**src/iopd_pkg.sv**
```systemverilog
package iopd_pkg;

  // ----------------------------------------------------------------
  // Widths and storage
  // ----------------------------------------------------------------
  localparam int NIB_W = 4;
  localparam int OP_W = 10;
  localparam int PD_W = 8;
  localparam int IDX_W = 5;
  localparam int ADDR_W = 8;
  localparam int BDATA_W = 8;
  localparam int NREG = 24;

  typedef logic [NIB_W-1:0] iopd_nib_t;
  typedef logic [OP_W-1:0] iopd_op_t;
  typedef logic [IDX_W-1:0] iopd_idx_t;

  // ----------------------------------------------------------------
  // Register indices (byte address = index * 4)
  // ----------------------------------------------------------------
  localparam iopd_idx_t IDX_PORT0 = 5'h00;
  localparam iopd_idx_t IDX_DRV0 = 5'h04;
  localparam iopd_idx_t IDX_PUP0 = 5'h08;
  localparam iopd_idx_t IDX_WAKE0 = 5'h0C;
  localparam iopd_idx_t IDX_LCD1 = 5'h10;
  localparam iopd_idx_t IDX_CFG1 = 5'h13;
  localparam iopd_idx_t IDX_MODE = 5'h16;
  localparam iopd_idx_t IDX_GATE = 5'h17;
  localparam iopd_idx_t IDX_PORTD = 5'h18;
  localparam iopd_idx_t IDX_PORTC = 5'h19;
  localparam int ADDR_IDX_LSB = 2;

  // ----------------------------------------------------------------
  // Opcodes
  // ----------------------------------------------------------------
  localparam iopd_op_t OP_PORT_SEL_MASK = 10'h3FC;
  localparam iopd_op_t OP_READ_PORT = 10'h260;
  localparam iopd_op_t OP_WRITE_PORT = 10'h220;
  localparam iopd_op_t OP_PD_ALL_SET = 10'h011;
  localparam iopd_op_t OP_PD_BIT_CLR = 10'h014;
  localparam iopd_op_t OP_PD_BIT_SET = 10'h015;
  localparam iopd_op_t OP_PD_TEST = 10'h024;
  localparam iopd_op_t OP_PC_CLR = 10'h28C;
  localparam iopd_op_t OP_PC_SET = 10'h28D;

  // ----------------------------------------------------------------
  // Reset values, masks and limits
  // ----------------------------------------------------------------
  localparam iopd_nib_t NIB_RST = 4'h0;
  localparam iopd_nib_t GATE_MASK = 4'h7;
  localparam iopd_nib_t TEST_Y_MAX = 4'h4;
  localparam logic [PD_W-1:0] PD_RST = 8'h00;
  localparam logic [PD_W-1:0] PD_ALL = 8'hFF;
  localparam logic [PD_W-1:0] PD_ONE = 8'h01;

  // ----------------------------------------------------------------
  // Types
  // ----------------------------------------------------------------
  typedef enum logic [0:0] {ST_IDLE, ST_TEST_TAIL} iopd_state_e;

  typedef struct packed {
    logic rd_en;
    logic rd_pin;
    logic wr_en;
    iopd_idx_t idx;
  } iopd_dec_s;

  typedef struct packed {
    logic valid;
    iopd_op_t op;
    iopd_nib_t acc;
    iopd_nib_t y;
  } iopd_core_s;

  typedef struct packed {
    logic acc_we;
    iopd_nib_t acc;
    logic skip;
  } iopd_resp_s;

  typedef struct packed {
    logic wr;
    logic rd;
    logic [ADDR_W-1:0] addr;
    logic [BDATA_W-1:0] wdata;
  } iopd_bus_s;

endpackage

```
**src/iopd_core.sv**
```systemverilog
// Local design decisions: the address map and the strobed register port.
`timescale 1ns/1ps
module iopd_core
  import iopd_pkg::*;
(
  input wire logic clk_i,
  input wire logic rst_i,
  input wire iopd_core_s core_i,
  output iopd_resp_s resp_o,
  input wire logic [4*NIB_W-1:0] port_in_i,
  input wire logic [PD_W-1:0] port_d_i,
  output logic [4*NIB_W-1:0] port_out_o,
  output logic [PD_W-1:0] port_d_o,
  output logic port_c_o,
  output logic [4*NIB_W-1:0] drive_type_o,
  output logic [4*NIB_W-1:0] pullup_o,
  output logic [4*NIB_W-1:0] wakeup_o,
  output logic [3*NIB_W-1:0] lcd_ctrl_o,
  output logic [3*NIB_W-1:0] lcd_config_o,
  output logic [NIB_W-1:0] clock_mode_o,
  output logic [NIB_W-1:0] clock_gate_o,
  input wire iopd_bus_s bus_i,
  output logic [BDATA_W-1:0] bus_rdata_o
);

  // ----------------------------------------------------------------
  // Opcode table
  // ----------------------------------------------------------------
  function automatic iopd_dec_s decode(input iopd_op_t op);
    iopd_dec_s d;
    d = '0;
    if ((op & OP_PORT_SEL_MASK) == OP_READ_PORT) begin
      d = '{1'b1, 1'b1, 1'b0, IDX_PORT0 + iopd_idx_t'(op[1:0])};
    end else if ((op & OP_PORT_SEL_MASK) == OP_WRITE_PORT) begin
      d = '{1'b0, 1'b0, 1'b1, IDX_PORT0 + iopd_idx_t'(op[1:0])};
    end else begin
      case (op)
        10'h228: d = '{1'b0, 1'b0, 1'b1, IDX_DRV0};
        10'h229: d = '{1'b0, 1'b0, 1'b1, IDX_DRV0 + 5'h01};
        10'h22A: d = '{1'b0, 1'b0, 1'b1, IDX_DRV0 + 5'h02};
        10'h22B: d = '{1'b0, 1'b0, 1'b1, IDX_DRV0 + 5'h03};
        10'h257: d = '{1'b1, 1'b0, 1'b0, IDX_PUP0};
        10'h22D: d = '{1'b0, 1'b0, 1'b1, IDX_PUP0};
        10'h25E: d = '{1'b1, 1'b0, 1'b0, IDX_PUP0 + 5'h01};
        10'h22E: d = '{1'b0, 1'b0, 1'b1, IDX_PUP0 + 5'h01};
        10'h25F: d = '{1'b1, 1'b0, 1'b0, IDX_PUP0 + 5'h02};
        10'h22F: d = '{1'b0, 1'b0, 1'b1, IDX_PUP0 + 5'h02};
        10'h25D: d = '{1'b1, 1'b0, 1'b0, IDX_PUP0 + 5'h03};
        10'h208: d = '{1'b0, 1'b0, 1'b1, IDX_PUP0 + 5'h03};
        10'h256: d = '{1'b1, 1'b0, 1'b0, IDX_WAKE0};
        10'h259: d = '{1'b1, 1'b0, 1'b0, IDX_WAKE0 + 5'h01};
        10'h25A: d = '{1'b1, 1'b0, 1'b0, IDX_WAKE0 + 5'h02};
        10'h25B: d = '{1'b1, 1'b0, 1'b0, IDX_WAKE0 + 5'h03};
        10'h21B: d = '{1'b0, 1'b0, 1'b1, IDX_WAKE0};
        10'h214: d = '{1'b0, 1'b0, 1'b1, IDX_WAKE0 + 5'h01};
        10'h215: d = '{1'b0, 1'b0, 1'b1, IDX_WAKE0 + 5'h02};
        10'h22C: d = '{1'b0, 1'b0, 1'b1, IDX_WAKE0 + 5'h03};
        10'h24A: d = '{1'b1, 1'b0, 1'b0, IDX_LCD1};
        10'h20A: d = '{1'b0, 1'b0, 1'b1, IDX_LCD1};
        10'h20B: d = '{1'b0, 1'b0, 1'b1, IDX_LCD1 + 5'h01};
        10'h20C: d = '{1'b0, 1'b0, 1'b1, IDX_LCD1 + 5'h02};
        10'h2A8: d = '{1'b0, 1'b0, 1'b1, IDX_CFG1};
        10'h2A9: d = '{1'b0, 1'b0, 1'b1, IDX_CFG1 + 5'h01};
        10'h226: d = '{1'b0, 1'b0, 1'b1, IDX_CFG1 + 5'h02};
        10'h252: d = '{1'b1, 1'b0, 1'b0, IDX_MODE};
        10'h216: d = '{1'b0, 1'b0, 1'b1, IDX_MODE};
        10'h209: d = '{1'b0, 1'b0, 1'b1, IDX_GATE};
        default: d = '0;
      endcase
    end
    return d;
  endfunction

  // ----------------------------------------------------------------
  // State
  // ----------------------------------------------------------------
  iopd_state_e state_q, state_d;
  iopd_nib_t regs_q [NREG];
  logic [PD_W-1:0] pd_q, pd_d;
  logic pc_q, pc_d;
  iopd_resp_s resp_q, resp_d;
  logic [BDATA_W-1:0] rdata_q, rdata_d;

  // ----------------------------------------------------------------
  // Instruction decode
  // ----------------------------------------------------------------
  // The tail word of the bit test is consumed, never decoded as an opcode
  wire in_tail = (state_q == ST_TEST_TAIL);
  wire live = core_i.valid && !in_tail;
  wire iopd_dec_s dec = decode(core_i.op);
  wire inst_we = live && dec.wr_en;
  wire inst_rd = live && dec.rd_en;
  wire op_all_set = live && (core_i.op == OP_PD_ALL_SET);
  wire op_bit_clr = live && (core_i.op == OP_PD_BIT_CLR);
  wire op_bit_set = live && (core_i.op == OP_PD_BIT_SET);
  wire op_test = live && (core_i.op == OP_PD_TEST);
  wire op_pc_clr = live && (core_i.op == OP_PC_CLR);
  wire op_pc_set = live && (core_i.op == OP_PC_SET);

  // Y beyond the port width selects no bit at all
  wire [PD_W-1:0] y_mask = core_i.y[3] ? PD_RST : (PD_ONE << core_i.y[2:0]);
  wire y_in_test_range = (core_i.y <= TEST_Y_MAX);
  wire pd_pin_bit = |(port_d_i & y_mask);

  // ----------------------------------------------------------------
  // Register port decode
  // ----------------------------------------------------------------
  wire [ADDR_W-ADDR_IDX_LSB-1:0] bus_word = bus_i.addr[ADDR_W-1:ADDR_IDX_LSB];
  wire bus_aligned = (bus_i.addr[ADDR_IDX_LSB-1:0] == '0);
  wire bus_in_range = (bus_word <= (ADDR_W-ADDR_IDX_LSB)'(IDX_PORTC));
  wire iopd_idx_t bus_idx = bus_word[IDX_W-1:0];
  wire bus_hit = bus_aligned && bus_in_range;
  wire bus_we_arr = bus_i.wr && bus_hit && (bus_idx < iopd_idx_t'(NREG));
  wire bus_we_pd = bus_i.wr && bus_hit && (bus_idx == IDX_PORTD);
  wire bus_we_pc = bus_i.wr && bus_hit && (bus_idx == IDX_PORTC);

  // ----------------------------------------------------------------
  // Next-value selection
  // ----------------------------------------------------------------
  // Instruction writes take priority over a same-cycle register port write
  wire arr_we = inst_we || bus_we_arr;
  wire iopd_idx_t arr_idx = inst_we ? dec.idx : bus_idx;
  wire iopd_nib_t arr_raw = inst_we ? core_i.acc : bus_i.wdata[NIB_W-1:0];
  wire iopd_nib_t arr_val = (arr_idx == IDX_GATE) ? (arr_raw & GATE_MASK) : arr_raw;

  always_comb begin
    pd_d = pd_q;
    if (op_all_set) begin
      pd_d = PD_ALL;
    end else if (op_bit_clr) begin
      pd_d = pd_q & ~y_mask;
    end else if (op_bit_set) begin
      pd_d = pd_q | y_mask;
    end else if (bus_we_pd) begin
      pd_d = bus_i.wdata;
    end
  end

  always_comb begin
    pc_d = pc_q;
    if (op_pc_clr) begin
      pc_d = 1'b0;
    end else if (op_pc_set) begin
      pc_d = 1'b1;
    end else if (bus_we_pc) begin
      pc_d = bus_i.wdata[0];
    end
  end

  always_comb begin
    state_d = state_q;
    if (op_test) begin
      state_d = ST_TEST_TAIL;
    end else if (in_tail && core_i.valid) begin
      state_d = ST_IDLE;
    end
  end

  // Port reads sample the pins, the rest read the stored register
  wire iopd_nib_t pin_nib = port_in_i[dec.idx[1:0]*NIB_W +: NIB_W];
  always_comb begin
    resp_d.acc_we = inst_rd;
    resp_d.acc = dec.rd_pin ? pin_nib : regs_q[dec.idx];
    // A skip comes only from the bit test's second word
    resp_d.skip = in_tail && core_i.valid && y_in_test_range && !pd_pin_bit;
  end

  always_comb begin
    rdata_d = '0;
    if (bus_i.rd && bus_hit) begin
      if (bus_idx == IDX_PORTD) begin
        rdata_d = pd_q;
      end else if (bus_idx == IDX_PORTC) begin
        rdata_d = BDATA_W'(pc_q);
      end else begin
        rdata_d = BDATA_W'(regs_q[bus_idx]);
      end
    end
  end

  // ----------------------------------------------------------------
  // Flip-flops
  // ----------------------------------------------------------------
  always_ff @(posedge clk_i or posedge rst_i) begin
    if (rst_i) begin
      for (int i = 0; i < NREG; i++) begin
        regs_q[i] <= NIB_RST;
      end
    end else if (arr_we) begin
      regs_q[arr_idx] <= arr_val;
    end
  end

  always_ff @(posedge clk_i or posedge rst_i) begin
    if (rst_i) begin
      state_q <= ST_IDLE;
      pd_q <= PD_RST;
      pc_q <= 1'b0;
      resp_q <= '0;
      rdata_q <= '0;
    end else begin
      state_q <= state_d;
      pd_q <= pd_d;
      pc_q <= pc_d;
      resp_q <= resp_d;
      rdata_q <= rdata_d;
    end
  end

  // ----------------------------------------------------------------
  // Outputs
  // ----------------------------------------------------------------
  assign resp_o = resp_q;
  assign bus_rdata_o = rdata_q;
  assign port_d_o = pd_q;
  assign port_c_o = pc_q;
  assign clock_mode_o = regs_q[IDX_MODE];
  assign clock_gate_o = regs_q[IDX_GATE];

  for (genvar g = 0; g < 4; g++) begin : g_quad
    assign port_out_o[g*NIB_W +: NIB_W] = regs_q[IDX_PORT0 + g];
    assign drive_type_o[g*NIB_W +: NIB_W] = regs_q[IDX_DRV0 + g];
    assign pullup_o[g*NIB_W +: NIB_W] = regs_q[IDX_PUP0 + g];
    assign wakeup_o[g*NIB_W +: NIB_W] = regs_q[IDX_WAKE0 + g];
  end

  for (genvar g = 0; g < 3; g++) begin : g_tri
    assign lcd_ctrl_o[g*NIB_W +: NIB_W] = regs_q[IDX_LCD1 + g];
    assign lcd_config_o[g*NIB_W +: NIB_W] = regs_q[IDX_CFG1 + g];
  end

  // ----------------------------------------------------------------
  // Checks
  // ----------------------------------------------------------------
  property p_port_read;
    @(posedge clk_i) disable iff (rst_i)
    (live && (core_i.op & OP_PORT_SEL_MASK) == OP_READ_PORT)
      |=> resp_o.acc_we && resp_o.acc == $past(pin_nib);
  endproperty
  a_port_read: assert property (p_port_read) else $error("port read result wrong");

  property p_port_write;
    @(posedge clk_i) disable iff (rst_i)
    (live && core_i.op == OP_WRITE_PORT) |=> port_out_o[NIB_W-1:0] == $past(core_i.acc);
  endproperty
  a_port_write: assert property (p_port_write) else $error("port zero latch not loaded");

  property p_bit_clr;
    @(posedge clk_i) disable iff (rst_i)
    op_bit_clr |=> port_d_o == ($past(pd_q) & ~$past(y_mask));
  endproperty
  a_bit_clr: assert property (p_bit_clr) else $error("port D bit clear wrong");

  property p_bit_set;
    @(posedge clk_i) disable iff (rst_i)
    op_bit_set |=> port_d_o == ($past(pd_q) | $past(y_mask));
  endproperty
  a_bit_set: assert property (p_bit_set) else $error("port D bit set wrong");

  property p_test_skip;
    @(posedge clk_i) disable iff (rst_i)
    (op_test ##1 (core_i.valid && core_i.y <= TEST_Y_MAX))
      |=> resp_o.skip == !$past(pd_pin_bit);
  endproperty
  a_test_skip: assert property (p_test_skip) else $error("bit test skip wrong");

  property p_port_c;
    @(posedge clk_i) disable iff (rst_i)
    (op_pc_set || op_pc_clr) |=> port_c_o == $past(op_pc_set);
  endproperty
  a_port_c: assert property (p_port_c) else $error("port C not set");

  property p_gate_mask;
    @(posedge clk_i) disable iff (rst_i)
    (live && core_i.op == 10'h209) |=> clock_gate_o == ($past(core_i.acc) & GATE_MASK);
  endproperty
  a_gate_mask: assert property (p_gate_mask) else $error("clock gate load wrong");

  property p_one_cycle_read;
    @(posedge clk_i) disable iff (rst_i)
    (live && core_i.op == 10'h252) |=> resp_o.acc_we ##1 !resp_o.acc_we || $past(inst_rd);
  endproperty
  a_one_cycle_read: assert property (p_one_cycle_read) else $error("mode read slow");

  property p_no_stray_skip;
    @(posedge clk_i) disable iff (rst_i)
    resp_o.skip |-> $past(in_tail) && $past(core_i.valid) && $past(y_in_test_range);
  endproperty
  a_no_stray_skip: assert property (p_no_stray_skip) else $error("stray skip");

  property p_all_set;
    @(posedge clk_i) disable iff (rst_i)
    op_all_set |=> port_d_o == PD_ALL;
  endproperty
  a_all_set: assert property (p_all_set) else $error("port D not all set");

  property p_drive_write;
    @(posedge clk_i) disable iff (rst_i)
    (live && core_i.op == 10'h228) |=> drive_type_o[NIB_W-1:0] == $past(core_i.acc);
  endproperty
  a_drive_write: assert property (p_drive_write) else $error("drive type not loaded");

  property p_pullup_read;
    @(posedge clk_i) disable iff (rst_i)
    (live && core_i.op == 10'h25D)
      |=> resp_o.acc_we && resp_o.acc == $past(pullup_o[4*NIB_W-1:3*NIB_W]);
  endproperty
  a_pullup_read: assert property (p_pullup_read) else $error("pull-up read wrong");

  property p_wake_read;
    @(posedge clk_i) disable iff (rst_i)
    (live && core_i.op == 10'h25B)
      |=> resp_o.acc_we && resp_o.acc == $past(wakeup_o[4*NIB_W-1:3*NIB_W]);
  endproperty
  a_wake_read: assert property (p_wake_read) else $error("wakeup read wrong");

  property p_wake_write;
    @(posedge clk_i) disable iff (rst_i)
    (live && core_i.op == 10'h22C) |=> wakeup_o[4*NIB_W-1:3*NIB_W] == $past(core_i.acc);
  endproperty
  a_wake_write: assert property (p_wake_write) else $error("wakeup latch not loaded");

  property p_cfg_write;
    @(posedge clk_i) disable iff (rst_i)
    (live && core_i.op == 10'h226) |=> lcd_config_o[3*NIB_W-1:2*NIB_W] == $past(core_i.acc);
  endproperty
  a_cfg_write: assert property (p_cfg_write) else $error("LCD config not loaded");

  property p_tail_consumed;
    @(posedge clk_i) disable iff (rst_i)
    (in_tail && core_i.valid) |=> !resp_o.acc_we && !in_tail;
  endproperty
  a_tail_consumed: assert property (p_tail_consumed) else $error("bit test tail decoded");

endmodule

```
**config.mk**
```make
export PLATFORM = sky130hd
export DESIGN_NAME = iopd_core
export DESIGN_NICKNAME = d
export VERILOG_FILES = /design/src/iopd_pkg.sv /design/src/iopd_core.sv
export SDC_FILE = /design/constraint.sdc
export NUM_CORES = 1
export LEC_CHECK = 0
export ABC_AREA = 1
export ABC_CLOCK_PERIOD_IN_PS = 3600
export BUFFER_PORTS_ARGS = -buffer_cell sky130_fd_sc_hd__buf_4
export CORE_AREA = 3 3 131 133
export DETAILED_ROUTE_END_ITERATION = 8
export DIE_AREA = 0 0 134 136
export HOLD_SLACK_MARGIN = 0.02
export PLACE_DENSITY = 0.75
export SETUP_SLACK_MARGIN = 0.5
export SYNTH_ARGS = -nofsm -noshare
export SYNTH_HDL_FRONTEND = slang
export SYNTH_SLANG_ARGS = --single-unit
```
**constraint.sdc**
```tcl
create_clock -name clk_i -period 3.6 [get_ports clk_i]
set_input_delay 0.18 -clock clk_i [delete_from_list [all_inputs] [get_ports clk_i]]
set_output_delay 0.18 -clock clk_i [all_outputs]
set_load 0.05 [all_outputs]
```
==> impl_metrics.yaml <==
timing:
  rsz0062_at_grt: "false"
  fin_skew_ps: 7.35
  setup_tns_ps: 0
  drv_slew: 0
  fin_crit_sh: 0.750
  finalHoldWorstSlack_ps: 41.5
  period_needed_ps: 2700
  finalHoldViolCount: 0
  fmax_mhz: 370
  setup_viol: 0
  worstMarginPinSlew_ps: 772
  relSlewSlack: 0.481
pwr:
  p_total_mw: 4.20
  power.leakage_nw: 5.17
  ir_worst_vdd_v: 0.000432
  powerDensity_nw_per_um2: 408
clocking:
  post-cts-setup-buffers: 0
  cts_max_path_buffers: 2
  htreeDepth: 4
  cts_tree: "yes"
  cts_made_buffers: 17
  clk_latency_ps: 430
  cts.sinks: 120
  clockRootBuffer: "clkbuf_16"
  clk_pin_slew_ps: 60
yosys:
  synthFlopType: "dfrtp_1"
  netlist_instances: 1202
  postSynth.asyncResetShare: 1.00
  synthDistinctLibCells: 37
  synth_area_um2: 8000
  postSynthAreaPerCell_um2: 6.66
  yosys_warnings: 0
  synthesis.nets: 1265
  ys_ff_latch: 120
  synth-edff-count: 0
  ys_seq_area_frac: 0.375
place:
  port_buffers: 180
  dp_cells: 1573
  hpwlAfterDp_um: 21900
  finalWeightedCongestion: 0.961
setup_path:
  cp_data_required_time_ps: 3890
  cp_cell_sequence: "buf_4 > nand2_2 > nor2_2 > nand3_1 > o21ai_2 > inv_1 > nand3_1 > nor3_1 > buf_4 > o21ai_1 > inv_2 > nand3_1 > inv_2 > nand2_1 > nand2_1 > o21ai_1"
  crit_type: "in -> reg"
  setup.worst_path.start_class: "primary input"
  cp_max_fo: 10
  worst_path_most_repeated_cell: "nand3_1"
  worstPathArrival_ps: 2990
  cpMaxStageDelayCell: "nor3_1"
  endpoint_kind: "flip-flop"
  slowest_delay_ps: 610
layout:
  num_antenna_cells: 0
  final_nets: 1442
  drive_gt1_frac: 0.209
  stdcell_count: 1608
  syn2layout_area_growth_pct: 28.7
  fillers: 1471
drt:
  drc: 0
  wl_per_cell_um: 19.1
  postRouteAntennaNets: 0
  vias: 9493
  wirelength_um: 30700
  firstDrtPassIters: 8
  via_per_inst: 5.90
  drtIter0Drc: 1201
global_route:
  antenna_found_initial: 1
  grt_first_pass_wirelength_um: 47700
  grt_pass1_vias: 8694
  grt_start_max_net_pins: 121
  grt.overflow.total: 0
  track_usage: 0.336
floorplanning:
  rows: 46
  die_x_um: 134
  die_h_um: 136
  die-area_um2: 18200
  io_pins: 182
  start_util: 0.502
  core_um2: 15900
flow_run:
  maxCapViolations: 0
run_status:
  status: "finished clean"
worst_hold_path:
  holdCritPathClass: "in -> reg"
## worst paths after layout
path                       cells after the start              end  slack [ps]         from
min in group asynchronous                      4  clock_gate_o[1]         450        rst_i
hold reg to reg                                2      wakeup_o[0]         520  wakeup_o[0]
setup / recovery                              16  lcd_config_o[1]         900   core_i[17]
hold / removal                                 4        resp_o[0]          40  port_d_i[6]
setup reg to reg                               9      port_d_o[7]        1180      in_tail
max in group asynchronous                      4      port_d_o[0]        2560        rst_i
## per-layer routing
metal | wire, um | vias to the layer above | global-route usage
met5 | 11 | - | 0
met4 | 1270 | 2 | 0.145
met3 | 3380 | 107 | 0.0744
met2 | 13600 | 619 | 0.519
met1 | 12400 | 4409 | 0.457
li1 | - | 4356 | -
## placed cells by master, fill, tap and decap left out, types with 5 or more instances in the layout
master	count
dfrtp_1	120
clkbuf_16	17
o311ai_0	6
nor3_1	13
o221ai_1	23
nand4_1	9
nand2_2	19
inv_2	13
a21oi_1	34
o211ai_1	11
nand3_1	175
o21ai_2	5
buf_4	202
o21ai_0	67
o21ai_1	65
nand3b_1	5
o22ai_1	6
nor2_1	83
nor2_2	5
o2111ai_1	8
inv_1	157
nand2_1	304
## power by group
part | switching (mW) | internal, mW | leakage (nW)
clock | 0.721 | 1.13 | 0.298
combinational | 0.602 | 0.256 | 3.25
sequential | 0.0742 | 1.42 | 1.62
## cell families after synthesis
kind of cell | after synthesis | share of synthesized area
compound gates | 233 | 0.172
simple gates | 625 | 0.343
flops | 120 | 0.375
mux | 1 | 0.00125
buf+inv | 223 | 0.108
## sequential cells by signal, indices dropped and copies added (netlist names)
| name | count |
|---|---|
| clock_gate_o | 4 |
| in_tail | 1 |
| bus_rdata_o | 8 |
| drive_type_o | 16 |
| resp_o | 6 |
| wakeup_o | 16 |
| clock_mode_o | 4 |
| lcd_ctrl_o | 12 |
| pullup_o | 16 |
| port_c_o | 1 |
| lcd_config_o | 12 |
| port_out_o | 16 |
| port_d_o | 8 |
## per-stage QoR
step           utilization  worst slack (ps)  instance area (um^2)
2_1_floorplan            -              1340                  8010
3_3_place_gp         0.604               438                  9640
3_5_place_dp         0.604               370                  9640
4_1_cts              0.646               788                 10300
5_1_grt              0.646               645                 10300
6_report             0.646               900                 10300
## layout make-up
type	count	area [um^2]	area share
Inverter	174	658	0.0639
Sequential cell	120	3000	0.292
Clock inverter	14	188	0.0182
Timing Repair Buffer	207	1590	0.154
Tap cell	216	270	0.0262
Multi-Input combinational cell	859	4150	0.403
Clock buffer	18	439	0.0426
## repair_timing
item | in CTS | in global routing
hold endpoints to repair | 122 | 0
gates resized for setup | 0 | 2
endpoints found under the setup margin | 0 | 3
hold buffers | 3 | 0
## synthesized netlist by cell type, types with 3 or more instances
cell       number  share of area
o21ai_2         3         0.0033
o21ai_0        69          0.043
nand3_1       175           0.11
o31ai_1         3         0.0028
o21ai_1        65          0.041
o311ai_0        6         0.0066
nand3_2         3         0.0038
o221ai_1       23          0.025
nand4_1         9         0.0070
nor3_1         13         0.0081
o211ai_1       11          0.010
nor2_2          3         0.0023
nand2_1       305           0.14
nor2_4          4         0.0056
nand2_2        18          0.014
buf_2          10         0.0063
dfrtp_1       120           0.38
o2111ai_1       8         0.0088
inv_1         158          0.074
nand3b_1        5         0.0047
o22ai_1         6         0.0047
a21oi_1        34          0.021
nor2_1         85          0.040
clkbuf_1       35          0.016
inv_2          13         0.0061
## critical path, delay by kind of cell
| kind | cells | cell delay, ps |
|---|---|---|
| AO/OA/AOI/OAI | 3 | 310 |
| AND/OR/NAND/NOR | 8 | 1660 |
| buffers and inverters | 5 | 820 |
Note: power is estimated with default switching activity, not from simulation.
